$ cat src/logic/clk_sel_pkg.sv
// Package: constants and carrier types for the clock select and sync gate block
package clk_sel_pkg;
   localparam int    NUM_PAIRS   = 4;
   localparam int    SYNC_STAGES = 3;
   localparam logic  SEL_A       = 1'b0;
   localparam logic  SEL_B       = 1'b1;
   localparam logic  SEL_DEFAULT = 1'b0;
   localparam logic  EN_DEFAULT  = 1'b1;
   localparam logic  CLK_DEFAULT = 1'b0;

   // Control pins; the _cn bits say whether a pin is driven at all
   typedef struct packed {
      logic source_select;
      logic source_select_cn;
      logic output_enable_sync;
      logic output_enable_sync_cn;
   } ctrl_pins_t;

   typedef struct packed {
      logic clock_input_a;
      logic clock_input_a_cn;
      logic clock_input_b;
      logic clock_input_b_cn;
   } clk_pins_t;

   typedef struct packed {
      logic [3:0] true_diff_outputs;
      logic [3:0] complement_diff_outputs;
   } diff_out_t;

   typedef enum logic [2:0] {
      ST_IDLE  = 3'b001,
      ST_ROSE  = 3'b010,
      ST_APPLY = 3'b100
   } gate_state_t;
endpackage : clk_sel_pkg

$ cat src/logic/clock_select_sync_gate.sv
// Module: two-to-one clock selector with enable gated on whole cycles, four diff pairs
//
// Function
// - Source select low routes clock_input_a, high routes clock_input_b.
// - Four pairs carry the chosen clock; true follows, complement inverts.
// - Enabled outputs toggle; disabled hold true low and complement high.
// - After enable falls, keep toggling through one rise then one fall.
// - Any enable change applies only after a rising and a falling edge.
// - An unconnected clock input reads as constant low.
// - An unconnected source select reads low, picking clock_input_a.
// - An unconnected enable input reads high, outputs enabled.
`timescale 1ns/10ps
module clock_select_sync_gate
   import clk_sel_pkg::*;
#(
   parameter int N_PAIRS = NUM_PAIRS
) (
   input  wire logic                   mclk,
   input  wire logic                   nrst,
   input  wire clk_sel_pkg::clk_pins_t clk_pins,
   input  wire clk_sel_pkg::ctrl_pins_t ctrl_pins,
   output      clk_sel_pkg::diff_out_t diff_out
);
   import clk_sel_pkg::*;

   // ===================================================
   // Pin defaults for floating inputs
   // ===================================================
   logic clk_a_pin;
   logic clk_b_pin;
   logic sel_pin;
   logic en_pin;

   assign clk_a_pin = clk_pins.clock_input_a_cn ? clk_pins.clock_input_a : CLK_DEFAULT;
   assign clk_b_pin = clk_pins.clock_input_b_cn ? clk_pins.clock_input_b : CLK_DEFAULT;
   assign sel_pin   = ctrl_pins.source_select_cn ? ctrl_pins.source_select : SEL_DEFAULT;
   assign en_pin    = ctrl_pins.output_enable_sync_cn ?
                      ctrl_pins.output_enable_sync : EN_DEFAULT;

   // ===================================================
   // Synchronisers: three stages, change taken when stages 2 and 3 agree
   // ===================================================
   logic [SYNC_STAGES-1:0] clk_a_sync_r;
   logic [SYNC_STAGES-1:0] clk_b_sync_r;
   logic [SYNC_STAGES-1:0] sel_sync_r;
   logic [SYNC_STAGES-1:0] en_sync_r;

   always_ff @(posedge mclk) begin
      if (!nrst) begin
         clk_a_sync_r <= {SYNC_STAGES{CLK_DEFAULT}};
         clk_b_sync_r <= {SYNC_STAGES{CLK_DEFAULT}};
         sel_sync_r   <= {SYNC_STAGES{SEL_DEFAULT}};
         en_sync_r    <= {SYNC_STAGES{EN_DEFAULT}};
      end else begin
         clk_a_sync_r <= {clk_a_sync_r[SYNC_STAGES-2:0], clk_a_pin};
         clk_b_sync_r <= {clk_b_sync_r[SYNC_STAGES-2:0], clk_b_pin};
         sel_sync_r   <= {sel_sync_r[SYNC_STAGES-2:0], sel_pin};
         en_sync_r    <= {en_sync_r[SYNC_STAGES-2:0], en_pin};
      end
   end

   // Holds the settled level while the last two stages disagree
   function automatic logic agreed(input logic [SYNC_STAGES-1:0] s, input logic held);
      agreed = (s[SYNC_STAGES-2] == s[SYNC_STAGES-1]) ? s[SYNC_STAGES-1] : held;
   endfunction : agreed

   logic clk_a_r;
   logic clk_b_r;
   logic sel_r;
   logic en_req_r;

   // Reset levels match what floating pins would read
   always_ff @(posedge mclk) begin
      if (!nrst) begin
         clk_a_r  <= CLK_DEFAULT;
         clk_b_r  <= CLK_DEFAULT;
         sel_r    <= SEL_DEFAULT;
         en_req_r <= EN_DEFAULT;
      end else begin
         clk_a_r  <= agreed(clk_a_sync_r, clk_a_r);
         clk_b_r  <= agreed(clk_b_sync_r, clk_b_r);
         sel_r    <= agreed(sel_sync_r, sel_r);
         en_req_r <= agreed(en_sync_r, en_req_r);
      end
   end

   // ===================================================
   // Source mux; glitch-free switching is the controller's job
   // ===================================================
   logic sel_clk;
   assign sel_clk = (sel_r == SEL_B) ? clk_b_r : clk_a_r;

   // Resets low, the idle level of a floating clock, so no false edge
   logic sel_clk_d_r;
   always_ff @(posedge mclk) begin
      if (!nrst) sel_clk_d_r <= CLK_DEFAULT;
      else       sel_clk_d_r <= sel_clk;
   end

   // Edges of the sampled clock; phases under two cycles are lost
   logic rise;
   logic fall;
   assign rise = sel_clk & ~sel_clk_d_r;
   assign fall = ~sel_clk & sel_clk_d_r;

   // ===================================================
   // Enable gate: pending change waits for rise then fall
   // ===================================================
   gate_state_t state_r;
   logic        en_act_r;

   // Starts enabled, as a floating enable pin would leave it
   always_ff @(posedge mclk) begin
      if (!nrst) begin
         state_r  <= ST_IDLE;
         en_act_r <= EN_DEFAULT;
      end else begin
         unique case (state_r)
            ST_IDLE: begin
               if (en_req_r != en_act_r) state_r <= ST_ROSE;
            end
            ST_ROSE: begin
               // Waiting for the rise; request withdrawn cancels
               if (en_req_r == en_act_r) state_r <= ST_IDLE;
               else if (rise)            state_r <= ST_APPLY;
            end
            ST_APPLY: begin
               // Applied on the fall, so the last high pulse is whole
               if (en_req_r == en_act_r) state_r <= ST_IDLE;
               else if (fall) begin
                  en_act_r <= en_req_r;
                  state_r  <= ST_IDLE;
               end
            end
         endcase
      end
   end

   // ===================================================
   // Output pairs
   // ===================================================
   // Gate ahead of the register so each pair leaves a flip-flop
   logic gated;
   assign gated = en_act_r & sel_clk;

   // Five edges of latency traded for clean sampling of the pins
   always_ff @(posedge mclk) begin
      if (!nrst) begin
         diff_out.true_diff_outputs       <= '0;
         diff_out.complement_diff_outputs <= '1;
      end else begin
         diff_out.true_diff_outputs       <= {N_PAIRS{gated}};
         diff_out.complement_diff_outputs <= {N_PAIRS{~gated}};
      end
   end

   // ===================================================
   // Checks
   // ===================================================
   AST_PAIRS_COMPLEMENT: assert property (@(posedge mclk) disable iff (!nrst)
      diff_out.complement_diff_outputs == ~diff_out.true_diff_outputs)
      else $error("complement outputs not inverse of true outputs");

   AST_DISABLED_LOW: assert property (@(posedge mclk) disable iff (!nrst)
      !en_act_r |=> diff_out.true_diff_outputs == '0)
      else $error("true outputs not low while disabled");

   AST_ENABLED_FOLLOW: assert property (@(posedge mclk) disable iff (!nrst)
      en_act_r && sel_r == SEL_A |=> diff_out.true_diff_outputs == {N_PAIRS{$past(clk_a_r)}})
      else $error("outputs do not follow clock a");

   AST_ENABLED_FOLLOW_B: assert property (@(posedge mclk) disable iff (!nrst)
      en_act_r && sel_r == SEL_B |=> diff_out.true_diff_outputs == {N_PAIRS{$past(clk_b_r)}})
      else $error("outputs do not follow clock b");

   AST_CHANGE_ON_FALL: assert property (@(posedge mclk) disable iff (!nrst)
      $changed(en_act_r) |-> $past(fall) && $past(state_r) == ST_APPLY)
      else $error("enable changed without rise then fall");

   AST_NO_CHANGE_IDLE: assert property (@(posedge mclk) disable iff (!nrst)
      state_r == ST_IDLE && en_req_r != en_act_r |=> en_act_r == $past(en_act_r))
      else $error("enable applied before any edge");

   // Pin defaults are combinational, so they hold on the same edge
   AST_FLOAT_EN: assert property (@(posedge mclk) disable iff (!nrst)
      !ctrl_pins.output_enable_sync_cn |-> en_pin)
      else $error("floating enable not read high");

   AST_FLOAT_SEL: assert property (@(posedge mclk) disable iff (!nrst)
      !ctrl_pins.source_select_cn |-> !sel_pin)
      else $error("floating select not read low");

   AST_FLOAT_CLK: assert property (@(posedge mclk) disable iff (!nrst)
      !clk_pins.clock_input_a_cn |-> !clk_a_pin)
      else $error("floating clock a not read low");

   AST_FLOAT_CLK_B: assert property (@(posedge mclk) disable iff (!nrst)
      !clk_pins.clock_input_b_cn |-> !clk_b_pin)
      else $error("floating clock b not read low");

   // Edge ordering of the enable gate, its state encoding and the held disabled level
   AST_DISABLE_ON_LOW: assert property (@(posedge mclk) disable iff (!nrst)
      $fell(en_act_r) |-> !$past(sel_clk))
      else $error("disable applied while selected clock high");

   AST_ENABLE_ON_LOW: assert property (@(posedge mclk) disable iff (!nrst)
      $rose(en_act_r) |-> !$past(sel_clk))
      else $error("enable applied while selected clock high");

   AST_WAIT_RISE: assert property (@(posedge mclk) disable iff (!nrst)
      state_r == ST_ROSE && !rise && en_req_r != en_act_r |=>
         state_r == ST_ROSE && $stable(en_act_r))
      else $error("pending change moved on without a rise");

   AST_STATE_ONEHOT: assert property (@(posedge mclk) disable iff (!nrst)
      $onehot(state_r))
      else $error("gate state not one-hot");

   AST_HELD_DISABLED: assert property (@(posedge mclk) disable iff (!nrst)
      !$past(en_act_r) |-> diff_out.complement_diff_outputs == {N_PAIRS{1'b1}})
      else $error("complement outputs not high while disabled");

endmodule : clock_select_sync_gate

$ cat config.mk
export PLATFORM = sky130hd
export DESIGN_NAME = clock_select_sync_gate
export DESIGN_NICKNAME = d
export VERILOG_FILES = /design/src/logic/clk_sel_pkg.sv /design/src/logic/clock_select_sync_gate.sv
export SDC_FILE = /design/constraint.sdc
export NUM_CORES = 1
export LEC_CHECK = 0
export ABC_AREA = 1
export BUFFER_PORTS_ARGS = -buffer_cell sky130_fd_sc_hd__buf_4
export CAP_MARGIN = 20
export CORE_MARGIN = 4
export CORE_UTILIZATION = 49
export DETAILED_ROUTE_END_ITERATION = 10
export GPL_ROUTABILITY_DRIVEN = 0
export PLACE_DENSITY_LB_ADDON = 0.1
export SLEW_MARGIN = 40
export SYNTH_ARGS = -nofsm -noshare
export SYNTH_HDL_FRONTEND = slang
export SYNTH_SLANG_ARGS = --single-unit
$ cat constraint.sdc
create_clock -name mclk -period 1.2 [get_ports mclk]
set_input_delay 0.3 -clock mclk [delete_from_list [all_inputs] [get_ports mclk]]
set_output_delay 0.3 -clock mclk [all_outputs]
set_load 0.005 [all_outputs]
==> impl_metrics.csv <==
group,metric,value,unit
run_status,outcome,"completed",
logic_synthesis,ys_seq_elements,23,
sta,timing.final.crit_share,93.0,%
clocking,clk_pin_slew,0.12,ns
sta,tightest_slew,0.223,ns
setup_path,crit_family,"flip-flops",
clocking,htree_num_levels,1,
placement,port-buffer-count,17,
layout,layout_commonest_cell,"dfxtp_1",
die,fp.dieW,50.4,um
setup_path,rr_endpoint,"en_act_r",
setup_path,ff2ff_path_depth,6,
die,rows,15,
die,die_h,50.4,um
setup_path,crit_fanout,4,
clocking,post_cts_resized,0,
layout,area_growth,15.6,%
clocking,cts_tree,"done",
route,routedWlPerCell,9.20,um
pwr,peakVddDrop,0.807,mV
die,die_area,0.00254,sq mm
clocking,cts_buffer_depth,2,
flow_run,cap_viol_max_count,0,
logic_synthesis,synthCells,107,
route,drc_errors,0,
route,routed_wl,1340,um
die,initial_core_util,51.6,%
layout,drive_gt1_share,27.3,%
sta,fin_worst_skew,0.00179,ns
setup_path,reg2reg_from,"state_r[1]",
sta,min_period,1.12,ns
route,drt-initial-drc-count,21,
clocking,post_cts_buffers,0,
hold_path,hold_class,"in2reg",
route,routed_via_density,4.62,
global_route,grt_max_degree,15,
setup_path,endpoint,"diff_out[0]",
setup_path,worst_setup_path_end_kind,"output port",
clocking,numCtsBuffers,3,
pwr,power.switching,0.433,mW
clocking,cts_sinks,23,
sta,slew_viol_final,0,
pwr,power.leakage,0.516,nW
setup_path,critPathMaxStageDelay,0.39,ns
clocking,clockRootBuffer,"clkbuf_4",
global_route,antenna_found_initial,0,
route,antenna_left,0,
logic_synthesis,avgSynthCellArea,8.23,sq um
setup_path,timing.critical_path.buf_inv,1,
global_route,grt_use_total,13.0,%
placement,dp_hpwl,1020,um
setup_path,cp_data_arrival_time,0.82,ns
logic_synthesis,ys_warn_count,0,
logic_synthesis,ys_seq_area_share,52.3,%
pwr,intPower,1.09,mW
layout,fillerInstances,158,
sta,timing.final.hold_violations,0,
logic_synthesis,synth_top_area_share,52.3,%
logic_synthesis,synth_nets,117,
logic_synthesis,ys_top_cells_by_area,"dfxtp_1 52%, nand2_1 8.5%, inv_1 6.0%",
clocking,cts-hold-fix-buffers,0,
sta,fmax,896,MHz
sta,hold_slack,0.141,ns
setup_path,r2r_slack,0.10,ns
die,fp.coreArea,0.00171,sq mm
logic_synthesis,synth_area_leader_cell,"dfxtp_1",
setup_path,worstSetupPathDepth,1,
pwr,power.share.switching,28.5,%
setup_path,path_class,"reg2out",
setup_path,crit_start,"diff_out[0]",
logic_synthesis,synth.distinct_cells,20,
setup_path,required,0.90,ns
layout,layout.nets,132,
sta,slew_headroom,85.1,%
sta,finalSetupViolCount,0,
pwr,powerDensity,1490,mW/mm^2
setup_path,crit_path_start_kind,"register",
setup_path,worst_path_max_delay_cell,"dfxtp_1",
sta,grt_setup_unrepaired,"false",
global_route,grt_pass1_vias,644,
sta,tns,0,ns
pwr,pwr-share-comb,19.5,%
setup_path,cp_cell_sequence,"buf_4",
layout,diodes,0,
route,dr.pass1.iters,4,
logic_synthesis,synthesis.area,881,sq um
clocking,clock_latency,0.30,ns
pwr,pwr-share-clk,22.8,%
global_route,overflow,0,
die,ios,18,
global_route,grt_pass1_wl,2540,um
route,via_count,675,
layout,final_cell_mix,"22 x dfxtp_1, 20 x nand2_1, 17 x buf_4",
pwr,pwr-share-seq,57.7,%
## routing by layer
layer	wire (um)	up-vias	GRT usage, %
met2	595	23	20.2
met4	12	0	6.73
met1	592	298	15.7
met5	0	-	0
li1	-	350	-
met3	142	4	4.45
## synth_stat cells (all sizes together)
library cell,count
a21oi,6
and3,2
buf,7
dfxtp,23
inv,15
nand2,23
nand3,6
nand3b,1
nor2,14
nor3,1
o21a,1
o21ai,6
or2,2
## cell type report
type / instances / area [sq um] / share of cell area, %
sequential: 23 / 462 / 45.3
multi-input combinational: 62 / 314 / 30.8
timing repair buffer: 17 / 128 / 12.5
inverter: 15 / 56.3 / 5.53
tap: 25 / 31.3 / 3.07
clock buffer: 3 / 22.5 / 2.21
clock inverter: 1 / 5.00 / 0.491
## how the worst min path moves through the flow
stage | startpoint | cells past startpoint | slack (ns) | to
after global placement | clk_a_sync_r[0] | 2 | 0.40 | clk_a_sync_r[1]
after floorplan | ctrl_pins[0] | 1 | 0.37 | en_sync_r[0]
after detailed placement | sel_sync_r[0] | 2 | 0.40 | sel_sync_r[1]
after global routing | ctrl_pins[0] | 2 | 0.15 | en_sync_r[0]
final | ctrl_pins[0] | 2 | 0.14 | en_sync_r[0]
after CTS | ctrl_pins[0] | 2 | 0.14 | en_sync_r[0]
## registers in the layout, indices dropped and copies added, names as in the netlist
register,count
clk_a_sync_r,3
clk_b_sync_r,3
en_sync_r,3
sel_sync_r,3
state_r,3
diff_out,2
clk_a_r,1
clk_b_r,1
en_act_r,1
en_req_r,1
sel_clk_d_r,1
sel_r,1
## worst reg2reg max path, delay by kind of cell, from the launching register on
family | cells | cell delay, ns
AO/OA/AOI/OAI | 2 | 0.24
buffers and inverters | 1 | 0.06
flip-flops | 1 | 0.37
AND/OR/NAND/NOR | 3 | 0.34
## metrics by stage
stage	power (mW)	setup slack (ns)	cell area, sq um	util [%]	std cells
final	1.52	0.0836	1020	59.6	146
after global routing	1.62	0.00718	1020	59.6	146
after CTS	1.52	0.0739	1020	59.6	146
after detailed placement	1.19	0.119	990	57.9	142
after global placement	1.18	0.170	990	57.9	142
after floorplan	1.12	0.224	881	-	107
## power by group through the flow
stage	Sequential (mW)	Clock [mW]	Combinational (mW)
CTS	0.874	0.352	0.298
finish	0.876	0.346	0.296
detailed placement	0.892	0	0.296
global route	0.888	0.398	0.336
global placement	0.890	0	0.291
floorplan	0.883	0	0.239
## cells by family after synthesis
family          after synthesis  synth area share (%)
compound gates               13                  7.67
buf+inv                      22                  12.1
flops                        23                  52.3
simple gates                 49                  28.0
Note: power is estimated with default switching activity, not from simulation.
